## config.mk

```make
export PLATFORM = sky130hd
export DESIGN_NAME = drte_core
export DESIGN_NICKNAME = d
export VERILOG_FILES = /design/src/inc/drte_pkg.sv /design/src/core/drte_core.sv
export SDC_FILE = /design/constraint.sdc
export NUM_CORES = 1
export LEC_CHECK = 0
export CORE_ASPECT_RATIO = 1.1
export CORE_MARGIN = 4
export CORE_UTILIZATION = 55
export CTS_BUF_LIST = sky130_fd_sc_hd__clkbuf_4 sky130_fd_sc_hd__clkbuf_8
export CTS_CLUSTER_SIZE = 20
export DETAILED_ROUTE_END_ITERATION = 7
export DONT_BUFFER_PORTS = 1
export HOLD_SLACK_MARGIN = 0.03
export PLACE_DENSITY = 0.7
export SYNTH_ARGS = -nofsm -noshare
export SYNTH_HDL_FRONTEND = slang
export SYNTH_SLANG_ARGS = --single-unit
export TNS_END_PERCENT = 30
```

## constraint.sdc

```tcl
create_clock -name clk -period 14.2 [get_ports clk]
set_input_delay 2.84 -clock clk [delete_from_list [all_inputs] [get_ports clk]]
set_output_delay 2.84 -clock clk [all_outputs]
set_load 0.02 [all_outputs]
```

## src/inc/drte_pkg.sv

```systemverilog
// Constants shared by the request and transfer-end channel logic
package drte_pkg;
  // Register byte offsets
  localparam logic [7:0] DRTE_OFS_MODE = 8'h00;
  localparam logic [7:0] DRTE_OFS_ADDR = 8'h04;
  localparam logic [7:0] DRTE_OFS_CNT = 8'h08;
  localparam logic [7:0] DRTE_OFS_SIZE = 8'h0c;
  localparam logic [7:0] DRTE_OFS_STAT = 8'h10;
  // Mode register fields
  localparam int DRTE_B_EN = 0;
  localparam int DRTE_B_ACT = 1;
  localparam int DRTE_B_NRD = 2;
  localparam int DRTE_B_EDGE = 3;
  localparam int DRTE_B_XM = 4;
  localparam int DRTE_B_CEF = 6;
  localparam int DRTE_B_CEIE = 7;
  localparam int DRTE_B_SEIE = 8;
  localparam int DRTE_B_EEF = 9;
  localparam int DRTE_B_EEIE = 10;
  localparam int DRTE_B_ERR = 11;
  localparam int DRTE_B_SGL = 12;
  localparam int DRTE_B_SZ = 13;
  // Address mode control fields
  localparam int DRTE_B_RPIE = 0;
  localparam int DRTE_B_SOIE = 1;
  localparam int DRTE_B_DOIE = 2;
  localparam int DRTE_B_XRE = 3;
  localparam logic [3:0] DRTE_ADDR_RST = 4'h0;
  // Transfer modes
  localparam logic [1:0] DRTE_XM_NORMAL = 2'h0;
  localparam logic [1:0] DRTE_XM_REPEAT = 2'h1;
  localparam logic [1:0] DRTE_XM_BLOCK = 2'h2;
  // Access sizes
  localparam logic [1:0] DRTE_SZ_BYTE = 2'h0;
  localparam logic [1:0] DRTE_SZ_WORD = 2'h1;
  localparam logic [1:0] DRTE_SZ_LONG = 2'h2;
  // Default block or repeat size in units
  localparam logic [7:0] DRTE_GRP_RST = 8'h01;
  // Channel states
  typedef enum logic [1:0] {
    DRTE_IDLE = 2'b00,
    DRTE_WAIT = 2'b01,
    DRTE_BUSY = 2'b10,
    DRTE_GAP = 2'b11
  } drte_state_e;
endpackage : drte_pkg

```

## src/core/drte_core.sv

```systemverilog
// Request acceptance and transfer-end logic of one DMA channel
`timescale 1ns/100ps
module drte_core
  import drte_pkg::*;
#(
  parameter int CW = 16,
  parameter int AW = 8
) (
  input wire logic clk,
  input wire logic rst,
  input wire logic hw_standby,
  input wire logic psel,
  input wire logic penable,
  input wire logic pwrite,
  input wire logic [AW-1:0] paddr,
  input wire logic [31:0] pwdata,
  output logic [31:0] prdata,
  output logic pready,
  output logic pslverr,
  input wire logic ext_transfer_request_n,
  input wire logic unit_done,
  input wire logic src_overflow,
  input wire logic dst_overflow,
  input wire logic nmi_req,
  input wire logic addr_error,
  output logic unit_start,
  output logic [2:0] unit_bytes,
  output logic channel_active,
  output logic count_end_interrupt,
  output logic escape_end_interrupt
);

  ////////////////////////////////////////////////////////////////
  // Declarations

  logic init; // Reset or standby
  drte_state_e state_reg; // Channel sequence
  logic sync1_reg; // Pin stage one
  logic sync2_reg; // Pin stage two
  logic armed_reg; // High level seen
  logic req_reg; // Held request
  logic channel_enable_reg;
  logic nrd_reg; // Request delay select
  logic edge_reg; // 1 = falling edge mode
  logic [1:0] xmode_reg; // Transfer mode
  logic single_reg; // Single address mode
  logic [1:0] size_reg; // Access size
  logic count_end_flag_reg;
  logic count_end_irq_enable_reg;
  logic size_error_irq_enable_reg;
  logic escape_end_flag_reg;
  logic escape_end_irq_enable_reg;
  logic global_error_flag_reg;
  logic [3:0] amc_reg; // Address mode control
  logic [CW-1:0] transfer_counter_reg;
  logic [7:0] grp_size_reg; // Block or repeat size
  logic [7:0] grp_idx_reg; // Units done in group
  logic grp_done_reg; // A whole group completed
  logic ovf_pend_reg; // Overflow awaiting end
  logic force_reg; // Forced stop pending
  logic [2:0] bytes_reg; // Current unit width
  logic start_reg;
  logic active_reg;
  logic ce_irq_reg;
  logic ee_irq_reg;
  logic pready_reg;
  logic pslverr_reg;
  logic [31:0] prdata_reg;
  // Decoded bus strobes
  logic acc; // Access phase completing
  logic wr_mode;
  logic wr_addr;
  logic wr_cnt;
  logic wr_size;
  // Sequencing terms
  logic accept; // Take held request
  logic blk; // Block mode
  logic [CW-1:0] unit_sz; // Access size in bytes
  logic [CW-1:0] need; // Bytes a request needs
  logic [CW-1:0] cnt_next; // Counter after unit
  logic cnt_hit; // Counter reached zero
  logic grp_left; // Units left in block
  logic size_err; // Size error on request
  logic rpt_end; // Repeat end on request
  logic hw_end; // Hardware ends transfer
  logic ce_set; // Count end event
  logic ee_set; // Escape end event
  logic err_evt; // NMI or address error

  ////////////////////////////////////////////////////////////////
  // Helpers

  // Access size code to byte count
  function automatic logic [2:0] sz_bytes(input logic [1:0] s);
    case (s)
      DRTE_SZ_WORD: sz_bytes = 3'h2;
      DRTE_SZ_LONG: sz_bytes = 3'h4;
      default: sz_bytes = 3'h1;
    endcase
  endfunction : sz_bytes

  // Byte address match
  function automatic logic hit(input logic [AW-1:0] a, input logic [7:0] o);
    hit = (a == AW'(o));
  endfunction : hit

  ////////////////////////////////////////////////////////////////
  // Combinational terms

  // Standby acts as a second reset source
  assign init = rst | hw_standby;
  assign acc = psel & penable & pready_reg;
  assign wr_mode = acc & pwrite & hit(paddr, DRTE_OFS_MODE);
  assign wr_addr = acc & pwrite & hit(paddr, DRTE_OFS_ADDR);
  assign wr_cnt = acc & pwrite & hit(paddr, DRTE_OFS_CNT);
  assign wr_size = acc & pwrite & hit(paddr, DRTE_OFS_SIZE);
  assign err_evt = nmi_req | addr_error;
  assign blk = (xmode_reg == DRTE_XM_BLOCK);
  assign unit_sz = CW'(sz_bytes(size_reg));
  // Block requests need a whole block of bytes
  assign need = blk ? CW'(unit_sz * CW'(grp_size_reg)) : unit_sz;
  // Zero counter is never short of bytes
  assign size_err = size_error_irq_enable_reg & (transfer_counter_reg != '0)
                    & (transfer_counter_reg < need);
  assign rpt_end = grp_done_reg & amc_reg[DRTE_B_RPIE];
  assign accept = (state_reg == DRTE_WAIT) & req_reg & channel_enable_reg
                  & ~force_reg;
  assign cnt_next = transfer_counter_reg - CW'(bytes_reg);
  // Only a move from non-zero to zero ends the transfer
  assign cnt_hit = (transfer_counter_reg != '0) & (cnt_next == '0);
  assign grp_left = blk & (grp_idx_reg + 8'h01 < grp_size_reg);

  // Conditions that end the channel by hardware
  always_comb begin
    hw_end = 1'b0;
    ce_set = 1'b0;
    ee_set = 1'b0;
    if (accept && (size_err || rpt_end)) begin
      hw_end = 1'b1;
      ee_set = 1'b1;
    end else if (state_reg == DRTE_BUSY && unit_done) begin
      if (cnt_hit) begin
        hw_end = 1'b1;
        ce_set = 1'b1;
      end else if (force_reg) begin
        hw_end = 1'b1;
      end else if (ovf_pend_reg && !grp_left) begin
        hw_end = 1'b1;
        ee_set = 1'b1;
      end else if (!channel_enable_reg && !grp_left) begin
        hw_end = 1'b1;
      end
    end
  end

  ////////////////////////////////////////////////////////////////
  // Request pin synchroniser

  // Two stages before edge or level logic looks
  always_ff @(posedge clk) begin
    sync1_reg <= ext_transfer_request_n;
    sync2_reg <= sync1_reg;
  end

  ////////////////////////////////////////////////////////////////
  // Request detection

  // Edge mode: rearm on a seen high level, or while idle so a fresh enable takes a low level
  always_ff @(posedge clk) begin
    if (init) begin
      armed_reg <= 1'b1;
    end else if (sync2_reg || state_reg == DRTE_IDLE) begin
      armed_reg <= 1'b1;
    end else if (accept) begin
      armed_reg <= 1'b0; // Activation restarts high watch
    end
  end

  // Held request, open only while waiting
  always_ff @(posedge clk) begin
    if (init) begin
      req_reg <= 1'b0;
    end else if (accept || state_reg != DRTE_WAIT || !channel_enable_reg) begin
      req_reg <= 1'b0;
    end else if (!sync2_reg && (armed_reg || !edge_reg)) begin
      req_reg <= 1'b1;
    end
  end

  ////////////////////////////////////////////////////////////////
  // Channel sequence

  // Idle, waiting, unit busy, delay gap
  always_ff @(posedge clk) begin
    if (init) begin
      state_reg <= DRTE_IDLE;
    end else begin
      case (state_reg)
        DRTE_IDLE: begin
          if (channel_enable_reg) begin
            state_reg <= DRTE_WAIT;
          end
        end
        DRTE_WAIT: begin
          if (!channel_enable_reg || hw_end) begin
            state_reg <= DRTE_IDLE;
          end else if (accept) begin
            state_reg <= DRTE_BUSY;
          end
        end
        DRTE_BUSY: begin
          if (hw_end) begin
            state_reg <= DRTE_IDLE;
          end else if (unit_done && !grp_left) begin
            // Extra cycle before requests reopen
            state_reg <= nrd_reg ? DRTE_GAP : DRTE_WAIT;
          end
        end
        DRTE_GAP: begin
          state_reg <= DRTE_WAIT;
        end
        default: begin
          state_reg <= DRTE_IDLE;
        end
      endcase
    end
  end

  // Unit launch and its width
  always_ff @(posedge clk) begin
    if (init) begin
      start_reg <= 1'b0;
      bytes_reg <= 3'h1;
    end else begin
      start_reg <= 1'b0;
      if ((accept && !hw_end)
          || (state_reg == DRTE_BUSY && unit_done && !hw_end && grp_left)) begin
        start_reg <= 1'b1;
        // Short residue moves as single bytes
        if (transfer_counter_reg != '0 && transfer_counter_reg < unit_sz) begin
          bytes_reg <= 3'h1;
        end else begin
          bytes_reg <= sz_bytes(size_reg);
        end
      end
    end
  end

  // Units within the current block or repeat group
  always_ff @(posedge clk) begin
    if (init) begin
      grp_idx_reg <= 8'h00;
      grp_done_reg <= 1'b0;
    end else if (hw_end) begin
      grp_idx_reg <= 8'h00;
      grp_done_reg <= 1'b0;
    end else if (state_reg == DRTE_BUSY && unit_done && xmode_reg != DRTE_XM_NORMAL) begin
      if (grp_idx_reg + 8'h01 >= grp_size_reg) begin
        grp_idx_reg <= 8'h00;
        grp_done_reg <= 1'b1;
      end else begin
        grp_idx_reg <= grp_idx_reg + 8'h01;
      end
    end else if (accept) begin
      grp_done_reg <= 1'b0;
    end
  end

  // Overflow is held until the unit or block finishes
  always_ff @(posedge clk) begin
    if (init || state_reg == DRTE_IDLE) begin
      ovf_pend_reg <= 1'b0;
    end else if (amc_reg[DRTE_B_XRE] && ((src_overflow && amc_reg[DRTE_B_SOIE])
                 || (dst_overflow && amc_reg[DRTE_B_DOIE]))) begin
      ovf_pend_reg <= 1'b1;
    end
  end

  // Forced stop lets the running unit finish
  always_ff @(posedge clk) begin
    if (init || state_reg == DRTE_IDLE) begin
      force_reg <= 1'b0;
    end else if (err_evt) begin
      force_reg <= 1'b1;
    end
  end

  ////////////////////////////////////////////////////////////////
  // Control register state

  // Enable: software sets, hardware and errors clear
  always_ff @(posedge clk) begin
    if (init) begin
      channel_enable_reg <= 1'b0;
    end else if (err_evt || hw_end) begin
      channel_enable_reg <= 1'b0;
    end else if (wr_mode) begin
      // A set is ignored while the error flag stands
      channel_enable_reg <= pwdata[DRTE_B_EN] & ~global_error_flag_reg;
    end
  end

  // Plain mode fields
  always_ff @(posedge clk) begin
    if (init) begin
      nrd_reg <= 1'b0;
      edge_reg <= 1'b0;
      xmode_reg <= DRTE_XM_NORMAL;
      single_reg <= 1'b0;
      size_reg <= DRTE_SZ_BYTE;
      count_end_irq_enable_reg <= 1'b0;
      size_error_irq_enable_reg <= 1'b0;
      escape_end_irq_enable_reg <= 1'b0;
    end else if (wr_mode) begin
      nrd_reg <= pwdata[DRTE_B_NRD];
      edge_reg <= pwdata[DRTE_B_EDGE];
      xmode_reg <= pwdata[DRTE_B_XM +: 2];
      single_reg <= pwdata[DRTE_B_SGL];
      size_reg <= pwdata[DRTE_B_SZ +: 2];
      count_end_irq_enable_reg <= pwdata[DRTE_B_CEIE];
      size_error_irq_enable_reg <= pwdata[DRTE_B_SEIE];
      escape_end_irq_enable_reg <= pwdata[DRTE_B_EEIE];
    end
  end

  // Flags: write 0 clears, a same-cycle set wins
  always_ff @(posedge clk) begin
    if (init) begin
      count_end_flag_reg <= 1'b0;
      escape_end_flag_reg <= 1'b0;
      global_error_flag_reg <= 1'b0;
    end else begin
      if (ce_set) begin
        count_end_flag_reg <= 1'b1;
      end else if (wr_mode && !pwdata[DRTE_B_CEF]) begin
        count_end_flag_reg <= 1'b0;
      end
      if (ee_set) begin
        escape_end_flag_reg <= 1'b1;
      end else if (wr_mode && !pwdata[DRTE_B_EEF]) begin
        escape_end_flag_reg <= 1'b0;
      end
      if (err_evt) begin
        global_error_flag_reg <= 1'b1;
      end else if (wr_mode && !pwdata[DRTE_B_ERR]) begin
        global_error_flag_reg <= 1'b0;
      end
    end
  end

  // Address mode control and group size
  always_ff @(posedge clk) begin
    if (init) begin
      amc_reg <= DRTE_ADDR_RST;
      grp_size_reg <= DRTE_GRP_RST;
    end else begin
      if (wr_addr) begin
        amc_reg <= pwdata[3:0];
      end
      if (wr_size) begin
        grp_size_reg <= pwdata[7:0];
      end
    end
  end

  // Counter: each finished unit takes its bytes
  always_ff @(posedge clk) begin
    if (init) begin
      transfer_counter_reg <= '0;
    end else if (state_reg == DRTE_BUSY && unit_done) begin
      transfer_counter_reg <= cnt_next; // Zero start wraps, no end
    end else if (wr_cnt) begin
      transfer_counter_reg <= pwdata[CW-1:0];
    end
  end

  ////////////////////////////////////////////////////////////////
  // Outputs

  // Active follows sequence; interrupts are flag AND enable
  always_ff @(posedge clk) begin
    if (init) begin
      active_reg <= 1'b0;
      ce_irq_reg <= 1'b0;
      ee_irq_reg <= 1'b0;
    end else begin
      active_reg <= (state_reg == DRTE_BUSY) && !hw_end;
      ce_irq_reg <= count_end_flag_reg & count_end_irq_enable_reg;
      ee_irq_reg <= escape_end_flag_reg & escape_end_irq_enable_reg;
    end
  end

  ////////////////////////////////////////////////////////////////
  // APB slave

  // One wait state per access keeps read data registered
  always_ff @(posedge clk) begin
    if (init) begin
      pready_reg <= 1'b0;
      pslverr_reg <= 1'b0;
      prdata_reg <= 32'h0;
    end else begin
      pready_reg <= psel & penable & ~pready_reg;
      pslverr_reg <= 1'b0;
      prdata_reg <= 32'h0;
      if (psel && penable && !pready_reg) begin
        case (paddr)
          AW'(DRTE_OFS_MODE): begin
            prdata_reg[DRTE_B_EN] <= channel_enable_reg;
            prdata_reg[DRTE_B_ACT] <= active_reg;
            prdata_reg[DRTE_B_NRD] <= nrd_reg;
            prdata_reg[DRTE_B_EDGE] <= edge_reg;
            prdata_reg[DRTE_B_XM +: 2] <= xmode_reg;
            prdata_reg[DRTE_B_CEF] <= count_end_flag_reg;
            prdata_reg[DRTE_B_CEIE] <= count_end_irq_enable_reg;
            prdata_reg[DRTE_B_SEIE] <= size_error_irq_enable_reg;
            prdata_reg[DRTE_B_EEF] <= escape_end_flag_reg;
            prdata_reg[DRTE_B_EEIE] <= escape_end_irq_enable_reg;
            prdata_reg[DRTE_B_ERR] <= global_error_flag_reg;
            prdata_reg[DRTE_B_SGL] <= single_reg;
            prdata_reg[DRTE_B_SZ +: 2] <= size_reg;
          end
          AW'(DRTE_OFS_ADDR): prdata_reg[3:0] <= amc_reg;
          AW'(DRTE_OFS_CNT): prdata_reg[CW-1:0] <= transfer_counter_reg;
          AW'(DRTE_OFS_SIZE): prdata_reg[7:0] <= grp_size_reg;
          AW'(DRTE_OFS_STAT): begin
            prdata_reg[1:0] <= state_reg;
            prdata_reg[2] <= req_reg;
            prdata_reg[3] <= ovf_pend_reg;
            prdata_reg[4] <= force_reg;
            prdata_reg[5] <= grp_done_reg;
          end
          default: pslverr_reg <= 1'b1; // Unmapped address
        endcase
      end
    end
  end

  assign prdata = prdata_reg;
  assign pready = pready_reg;
  assign pslverr = pslverr_reg;
  assign unit_start = start_reg;
  assign unit_bytes = bytes_reg;
  assign channel_active = active_reg;
  assign count_end_interrupt = ce_irq_reg;
  assign escape_end_interrupt = ee_irq_reg;

endmodule : drte_core

```

# --- Yosys cells after proc, flatten, opt, wreduce, memory -nomap -nowiden ---
# Cells that the tools add are included.
op_classes:
  n_addsub: 2
  mul: 1
  order_cmp: 4
  n_eq_ne: 15
  muxes: 42
  n_bitwise: 26
  reduce_logical: 58
ops:
  columns: ["op", "count"]
  rows:
  - ["16-bit 2-to-1 mux", 2]
  - ["1-bit 2-to-1 mux", 25]
  - ["1-bit logical AND", 20]
  - ["4-bit case mux with 5 select lines", 1]
  - ["1-bit AND", 19]
  - ["8-bit by 4-bit equality test with 1-bit output, second input constant", 2]
  - ["16-bit logical NOT", 1]
  - ["16-bit by 11-bit < comparator with 1-bit output", 1]
  - ["16-bit by 3-bit < comparator with 1-bit output", 1]
  - ["2-bit case mux with 4 select lines", 2]
  - ["16-bit nonzero test", 1]
  - ["16-bit by 3-bit subtractor with 16-bit output", 1]
  - ["7-bit case mux with 2 select lines", 1]
  - ["2-bit 2-to-1 mux", 6]
  - ["2-bit nonzero test", 6]
  - ["3-bit by 8-bit multiplier with 11-bit output", 1]
  - ["11-bit 2-to-1 mux", 1]
  - ["1-bit logical OR", 10]
  - ["2-bit OR reduction", 5]
  - ["1-bit logical NOT", 9]
  - ["8-bit by 1-bit adder with 8-bit output, second input constant", 1]
  - ["2-bit equality test, second input constant", 4]
  - ["8-bit by 3-bit equality test with 1-bit output, second input constant", 1]
  - ["8-bit by 5-bit equality test with 1-bit output, second input constant", 1]
  - ["other kinds (19)", 26]
totals:
  regBits: 100
  input_bits: 52
  output_inout_bits: 41
  elab_cells: 182

# --- Depth between registers and ports, before layout ---
# Gate-level depths: netlist (run 1).
logic_depth:
  depth_word: 16
  mapped_depth: 23
  depth_no_buf: 22

# --- Worst setup path after synthesis (run 1) ---
# No wires, ideal clock.
synth_path:
  kind: "input port to flip-flop"
  startpoint: "in paddr[1]"
  endpoint: "reg transfer_counter_reg[14]"
  setup_time_ps: 133
  t_arrival_ps: 4581
  required_ps: 14067
  path_slack_ps: 9487
  stages: 7
  cell_sequence: "or4_1 -> nor4b_4 -> and2_1 -> clkbuf_1 -> nand2_1 -> o211ai_1 -> a31oi_1"
synth_between:
  elab_chain_len: 3
synth_lines:
  columns: ["item", "line_no", "text"]
  rows:
  - ["from (decl)", "drte_core.sv:15", "input wire logic [AW-1:0] paddr,"]
  - ["8-bit by 4-bit equality test with 1-bit output", "drte_core.sv:104", "hit = (a == AW'(o));"]
  - ["1-bit AND", "drte_core.sv:115", "assign wr_cnt = acc & pwrite & hit(paddr, DRTE_OFS_CNT);"]
  - ["2-bit nonzero test (no line)", null, null]
  - ["to (signal assigned)", "drte_core.sv:371", "transfer_counter_reg <= cnt_next;"]
  - ["to (signal assigned)", "drte_core.sv:373", "transfer_counter_reg <= pwdata[CW-1:0];"]
  - ["to (decl)", "drte_core.sv:55", "logic [CW-1:0] transfer_counter_reg;"]
# Every way passes these cells.
# A chain may end at the register's enable or synchronous reset.

# --- Final worst setup path (run 1) ---
layout_path:
  startpoint: "reg size_reg[0]"
  endpoint: "reg state_reg[1]"
layout_between:
  elab_chain_len: 12
layout_lines:
  columns: ["item", "line_no", "text"]
  rows:
  - ["from (decl)", "drte_core.sv:47", "logic [1:0] size_reg;"]
  - ["from (signal assigned)", "drte_core.sv:319", "size_reg <= pwdata[DRTE_B_SZ +: 2];"]
  - ["2-bit equality test or 2-bit by 1-bit equality test with 1-bit output (tied branches)", "drte_core.sv:95", "case (s)"]
  - ["3-bit case mux with 2 select lines *", "drte_core.sv:95", null]
  - ["3-bit by 8-bit multiplier with 11-bit output", "drte_core.sv:121", "assign need = blk ? CW'(unit_sz * CW'(grp_size_reg)) : unit_sz;"]
  - ["11-bit 2-to-1 mux *", "drte_core.sv:121", null]
  - ["16-bit by 11-bit < comparator with 1-bit output *", "drte_core.sv:124", "& (transfer_counter_reg < need);"]
  - ["1-bit AND *", "drte_core.sv:124", null]
  - ["1-bit logical OR *", "drte_core.sv:138", "if (accept && (size_err || rpt_end)) begin"]
  - ["1-bit logical AND *", "drte_core.sv:138", null]
  - ["1-bit 2-to-1 mux *", "drte_core.sv:138", null]
  - ["1-bit logical OR", "drte_core.sv:205", "if (!channel_enable_reg || hw_end) begin"]
  - ["2-bit 2-to-1 mux or 3-bit by 2-bit inequality test with 1-bit output (tied branches)", null, null]
  - ["2-bit case mux with 4 select lines or 3-bit AND reduction (tied branches)", null, null]
  - ["to (signal assigned)", "drte_core.sv:216", "state_reg <= nrd_reg ? DRTE_GAP : DRTE_WAIT;"]
  - ["to (decl)", "drte_core.sv:37", "drte_state_e state_reg;"]
# Mark *: on every way between the ends. The rest lies on a longest branch, timed or not.

==> results of run 1 <==
-- synthesized netlist by cell type, types with 10 or more instances --
library cell and instances:
buf_4 16, clkbuf_1 22, mux2i_1 18, nor2_1 69, dfxtp_1 84, inv_1 41, o21ai_0 29, nor3_1 16
ha_1 39, nand2_1 96, nor2b_1 10, a21oi_1 45
-- worst max-delay path, cell delays in order, from the launching register on --
cell and delay [ps]:
dfxtp_1 390, inv_1 60, ha_1 480, and2_1 260, fa_1 490, ha_1 170
inv_1 60, fa_1 400, nor2b_1 170, o21ai_0 120, a21boi_0 260, o21ai_0 150
a21oi_1 210, o21a_1 130, o21ai_0 120, ha_1 280, nor4b_2 260, a32oi_1 180
a311o_4 400, o211ai_1 560, o31ai_2 150
-- worst max-delay path by stage --
stage	start	to	slack (ps)	cells past startpoint
floorplan	paddr[1]	transfer_counter_reg[14]	9490	7
global placement	paddr[1]	transfer_counter_reg[4]	8920	7
detailed placement	size_reg[0]	state_reg[1]	8800	20
CTS	size_reg[0]	state_reg[1]	8780	20
global route	size_reg[0]	state_reg[1]	8420	20
finish	size_reg[0]	state_reg[1]	8740	20
-- metal layers --
layer,up-vias,track usage
li1,2328,-
met3,28,0.0764
met4,0,0.111
met5,-,0
met2,163,0.462
met1,2342,0.364
-- placed cells by master, fill, tap and decap left out, types with 8 or more instances in the layout --
master and count:
nand2_1 96, dfxtp_1 84, nor2_1 69, a21oi_1 45, inv_1 41, ha_1 39, o21ai_0 29, mux2i_1 18
nor3_1 16, conb_1 16, nor2b_1 10, nand3_1 9, a22oi_1 9, clkbuf_8 9, and3_1 8, nand4_1 8
fa_1 8
-- power by group through the flow --
stage / combinational [mW] / clock (mW) / sequential, mW
2_1_floorplan: 0.0135 / 0 / 0.242
3_5_place_dp: 0.0112 / 0 / 0.242
3_3_place_gp: 0.0111 / 0 / 0.242
4_1_cts: 0.0112 / 0.184 / 0.236
5_1_grt: 0.0123 / 0.197 / 0.237
6_report: 0.0114 / 0.182 / 0.236
-- cells by family (layout without fill, tap and decap cells) --
family | after synthesis | after routing | synth area share
compound gates | 152 | 152 | 0.190
xor+xnor | 12 | 12 | 0.0193
fa+ha+maj | 47 | 47 | 0.119
buf+inv | 84 | 59 | 0.0709
flops | 84 | 84 | 0.310
mux | 23 | 23 | 0.0435
other cells | 1 | 16 | 0.000690
simple gates | 270 | 270 | 0.246
-- through the flow --
stage / hold slack [ps] / instances / util / power, mW / setup slack, ps
final: 335 / 780 / 0.593 / 0.430 / 8740
after global routing: 348 / 780 / 0.593 / 0.446 / 8420
after CTS: 335 / 780 / 0.593 / 0.431 / 8780
after detailed placement: 313 / 764 / 0.571 / 0.253 / 8800
after global placement: 309 / 764 / 0.571 / 0.253 / 8920
after floorplan: 310 / 688 / - / 0.255 / 9490
-- final cells by class --
class	count	area share
Sequential cell	84	0.299
Clock buffer	9	0.0220
Multi-Input combinational cell	520	0.608
Timing Repair Buffer	2	0.00267
Clock inverter	7	0.0145
Tap cell	117	0.0260
Inverter	41	0.0274
==> flow_metrics.env, run 1 <==
export IMPL_antenna_found_initial=0
export IMPL_met3WireLength_um=1070
export IMPL_worstPathRequired_ps=14430
export IMPL_min_to="sync2_reg"
export IMPL_highest_layer="met4"
export IMPL_cts_buffers=9
export IMPL_via_count=4861
export IMPL_ys_seq_area_frac=0.310
export IMPL_r2r_slack_ps=8740
export IMPL_synth_main_ff_cell="dfxtp_1"
export IMPL_rsz0062_at_grt="false"
export IMPL_gp_congestion=1.02
export IMPL_swShare=0.251
export IMPL_fin_setup_tns_ps=0
export IMPL_cp_max_fo=12
export IMPL_syn_area_um2=5430
export IMPL_dr_pass1_iters=6
export IMPL_skew_ps=15.4
export IMPL_ys_warn_count=0
export IMPL_synthCells=673
export IMPL_dp_hpwl_um=11900
export IMPL_fp_row_count=37
export IMPL_cts_buffer_depth=2
export IMPL_power_leakage_nw=2.23
export IMPL_grt_overflow_total=0
export IMPL_min_from="sync1_reg"
export IMPL_seqPwrFrac=0.551
export IMPL_hold_viol=0
export IMPL_fill_cells=908
export IMPL_setup_viol=0
export IMPL_multi_input_area_um2=3420
export IMPL_slew_violations=0
export IMPL_relSlewSlack=0.198
export IMPL_drc=0
export IMPL_ys_ff_latch=84
export IMPL_antenna_cells=0
export IMPL_grt_pass1_vias=4847
export IMPL_reg2reg_depth=20
export IMPL_worstMarginPinSlew_ps=1200
export IMPL_synth_edf_count=0
export IMPL_die_area_um2=11500
export IMPL_clkLatencyLatePin_ps=390
export IMPL_critPathLaunchType="register"
export IMPL_drt_wl_total_um=15600
export IMPL_netlist_top_cells_area="dfxtp_1 31%, ha_1 9.0%, nand2_1 6.6%"
export IMPL_cts_max_level=3
export IMPL_r2r_start="size_reg[0]"
export IMPL_seqCellArea_um2=1680
export IMPL_cp_end_kind="register"
export IMPL_wire_per_inst_um=20.0
export IMPL_start_util=0.572
export IMPL_dieHeight_um=112
export IMPL_pin_count=93
export IMPL_ys_types=76
export IMPL_maxCapViolCount=0
export IMPL_met2_wirelength_um=7550
export IMPL_worstSetupPathType="reg2reg"
export IMPL_internal_power_mw=0.322
export IMPL_dr_first_iter_drc_count=446
export IMPL_nNetsFinal=757
export IMPL_cts_tree="yes"
export IMPL_max_freq_mhz=183
export IMPL_powerDensity_nw_per_um2=76.4
export IMPL_comb_power_share=0.027
export IMPL_syn_to_final_growth_pct=3.52
export IMPL_grt_pass1_wl_um=25400
export IMPL_place_area_um2=5420
export IMPL_fin_area_um2=5620
export IMPL_netlist_area_leader_share=0.310
export IMPL_worstHoldPathCells=0
export IMPL_yosysTopAreaCell="dfxtp_1"
export IMPL_cts_sinks=84
export IMPL_arrival_ps=5690
export IMPL_die_x_um=103
export IMPL_pwr_share_clk=0.423
export IMPL_path_clk_slew_ps=90
export IMPL_cts_root_buffer="clkbuf_8"
export IMPL_hold_path_class="reg2reg"
export IMPL_grtUsageTotal=0.287
export IMPL_avgSynthCellArea_um2=8.07
export IMPL_core_area_um2=9490
export IMPL_postCtsHoldBufs=0
export IMPL_cts_setup_buffers=0
export IMPL_ir_worst_vdd_v=0.0000529
export IMPL_fin_crit_ps=5460
export IMPL_ctsResizeCount=0
export IMPL_synth_async_reset_ratio=0
export IMPL_status="finished clean"
export IMPL_power_switching_mw=0.108
export IMPL_timing_rr_end="state_reg[1]"
export IMPL_met1_length_um=6550
export IMPL_portBuffers=0
export IMPL_via_per_inst=6.23
export IMPL_postRouteAntennaNets=0
export IMPL_final_layout_size_suffix_gt1_frac=0.0633
export IMPL_grt_max_degree=48
export IMPL_finalCritPeriodShare=0.384
Note: power is estimated with default switching activity, not from simulation.
==> inputs of run 2 (changes only) <==
--- a/config.mk
+++ b/config.mk
@@ -13,7 +13,7 @@
 export DETAILED_ROUTE_END_ITERATION = 7
 export DONT_BUFFER_PORTS = 1
 export HOLD_SLACK_MARGIN = 0.03
-export PLACE_DENSITY = 0.7
+export PLACE_DENSITY = 0.73
 export SYNTH_ARGS = -nofsm -noshare
 export SYNTH_HDL_FRONTEND = slang
 export SYNTH_SLANG_ARGS = --single-unit
==> constraint.sdc (replaced) <==
create_clock -name clk -period 4.9 [get_ports clk]
set_input_delay 0.98 -clock clk [delete_from_list [all_inputs] [get_ports clk]]
set_output_delay 0.98 -clock clk [all_outputs]
set_load 0.02 [all_outputs]
==> run 2 against run 1 <==
  * Via count is 0.93% higher
  * Sequential power grew to 2.9 times the previous value
  * Global-route usage is 1.7 points lower
  * Clock power grew to 2.8 times the previous value
  * Power grew to 2.8 times the previous value
  * Core utilization is 1.6 points higher
  * Largest power group unchanged
  * Fmax is 14% higher
  * Worst setup slack worse by 8600 ps
  * Critical path depth is 1 higher
  * Critical path type unchanged
  * First-iteration DRC count is 1.3% lower
  * Worst hold slack worse by 4.9 ps
==> flow_metrics.env, run 2 (synthesis results as in run 1) <==
export IMPL_status="finished clean"
export IMPL_r2r_slack_ps=120
export IMPL_grt_pass1_wl_um=24300
export IMPL_setup_viol=0
export IMPL_syn_to_final_growth_pct=6.36
export IMPL_drc=0
export IMPL_pre_cts_ws_ps=-107
export IMPL_seqCellArea_um2=1690
export IMPL_worstMarginPinSlew_ps=942
export IMPL_die_area_um2=11500
export IMPL_seqPwrFrac=0.561
export IMPL_pwr_share_clk=0.410
export IMPL_antenna_cells=0
export IMPL_ir_worst_vdd_v=0.000141
export IMPL_r2r_start="size_reg[0]"
export IMPL_min_to="sync2_reg"
export IMPL_fin_crit_ps=4780
export IMPL_power_leakage_nw=2.30
export IMPL_start_util=0.572
export IMPL_dp_cells=773
export IMPL_skew_ps=9.70
export IMPL_cts_buffers=9
export IMPL_layout_commonest_cell="nand2_1"
export IMPL_finalNonFillerCells=791
export IMPL_power_switching_mw=0.267
export IMPL_drt_wl_total_um=15500
export IMPL_slew_violations=0
export IMPL_worstPathRequired_ps=5160
export IMPL_cts_max_level=3
export IMPL_cp_end_kind="register"
export IMPL_via_per_inst=6.20
export IMPL_reg2reg_depth=21
export IMPL_timing_rr_end="state_reg[0]"
export IMPL_max_freq_mhz=209
export IMPL_worstHoldPathCells=0
export IMPL_arrival_ps=5040
export IMPL_portBuffers=0
export IMPL_dieHeight_um=112
export IMPL_comb_power_share=0.028
export IMPL_worst_slack_ps=122
export IMPL_fin_area_um2=5780
export IMPL_cts_sinks=84
export IMPL_fill_cells=852
export IMPL_cp_max_fo=6
export IMPL_hold_viol=0
export IMPL_hold_path_class="reg2reg"
export IMPL_worstSetupPathType="reg2reg"
export IMPL_powerDensity_nw_per_um2=211
export IMPL_core_area_um2=9490
export IMPL_path_clk_slew_ps=80
export IMPL_cts_root_buffer="clkbuf_8"
export IMPL_gp_congestion=0.986
export IMPL_dp_hpwl_um=11900
export IMPL_wire_per_inst_um=19.6
export IMPL_dr_first_iter_drc_count=440
export IMPL_grt_max_degree=48
export IMPL_final_cell_mix="96 x nand2_1, 82 x dfxtp_1, 69 x nor2_1"
export IMPL_swShare=0.218
export IMPL_place_area_um2=5490
export IMPL_maxCapViolCount=0
export IMPL_critPathLaunchType="register"
export IMPL_relSlewSlack=0.372
export IMPL_dr_pass1_iters=5
export IMPL_fp_row_count=37
export IMPL_cts_tree="yes"
export IMPL_antenna_found_initial=0
export IMPL_via_count=4906
export IMPL_nNetsFinal=770
export IMPL_die_x_um=103
export IMPL_min_from="sync1_reg"
export IMPL_grt_pass1_vias=4725
export IMPL_clkLatencyLatePin_ps=370
export IMPL_post_route_util=0.609
export IMPL_cts_buffer_depth=2
export IMPL_fin_setup_tns_ps=0
export IMPL_grt_overflow_total=0
export IMPL_multi_input_area_um2=3480
export IMPL_pin_count=93
export IMPL_internal_power_mw=0.954
export IMPL_finalCritPeriodShare=0.975
export IMPL_grtUsageTotal=0.270
export IMPL_postRouteAntennaNets=0
export IMPL_final_layout_size_suffix_gt1_frac=0.0979
==> run 2: changes by cell type in the layout (fill, tap and decap cells not counted), moves of 2 or more <==
cell / change
o21ai_0: -4
a21oi_2: +3
clkinv_4: -2
ha_1: -2
o21ai_1: +3
inv_6: -3
a21oi_1: -3
buf_4: +13
ha_2: +2
clkbuf_8: +2
dfxtp_1: -2
==> run 2: metrics by stage <==
stage | hold WS, ps | total power, mW
2_1_floorplan | 310 | 0.740
3_3_place_gp | 310 | 0.735
3_5_place_dp | 316 | 0.735
4_1_cts | 334 | 1.23
5_1_grt | 359 | 1.26
6_report | 330 | 1.22
==> run 2: final cells by class <==
class	instances	area share
Clock buffer	12	0.0275
Sequential cell	84	0.292
Tap cell	117	0.0253
Clock inverter	2	0.00606
Timing Repair Buffer	15	0.0195
Inverter	41	0.0266
Multi-Input combinational cell	520	0.603
==> run 2: what timing repair did <==
action                     in CTS  in global routing
setup endpoints to repair      13                 19
buffers inserted                0                  4
resized for setup               6                 15
hold buffers                    0                  0
pin swaps                       0                 11
==> run 2: worst max-delay path by stage <==
stage | startpoint | end | slack [ps] | depth (start not counted)
6_report | size_reg[0] | state_reg[0] | 120 | 21
3_3_place_gp | size_reg[0] | state_reg[0] | 70 | 21
4_1_cts | size_reg[0] | state_reg[0] | 30 | 21
3_5_place_dp | size_reg[0] | state_reg[0] | -110 | 21
2_1_floorplan | size_reg[0] | state_reg[0] | 380 | 22
5_1_grt | size_reg[0] | state_reg[0] | -30 | 21
==> run 2: power groups by stage <==
stage          sequential (mW)  combinational [mW]  clock (mW)
6_report                 0.685              0.0347       0.501
5_1_grt                  0.685              0.0372       0.541
4_1_cts                  0.685              0.0340       0.506
3_5_place_dp             0.701              0.0338           0
3_3_place_gp             0.701              0.0335           0
2_1_floorplan            0.701              0.0391           0
==> run 2: per-layer routing <==
layer / share of wire / up-vias / track usage
li1: - / 2344 / -
met1: 0.41 / 2319 / 0.357
met2: 0.48 / 209 / 0.431
met3: 0.075 / 34 / 0.0317
met4: 0.033 / 0 / 0.133
met5: 0 / - / 0
==> run 2: critical path: stages (launching register included) <==
cell and delay, ps:
dfxtp_4 370, inv_1 50, ha_2 350, nand2_1 90, fa_1 620, inv_1 60, ha_1 290, a21o_1 200
a21oi_2 140, o21ai_1 90, a21oi_2 150, o21ai_0 100, a21oi_1 190, mux2i_1 270, ha_1 280, a21o_1 160
nand2_1 80, a32oi_2 140, a311o_4 450, a32oi_4 270, nand2_2 100, o211a_1 230
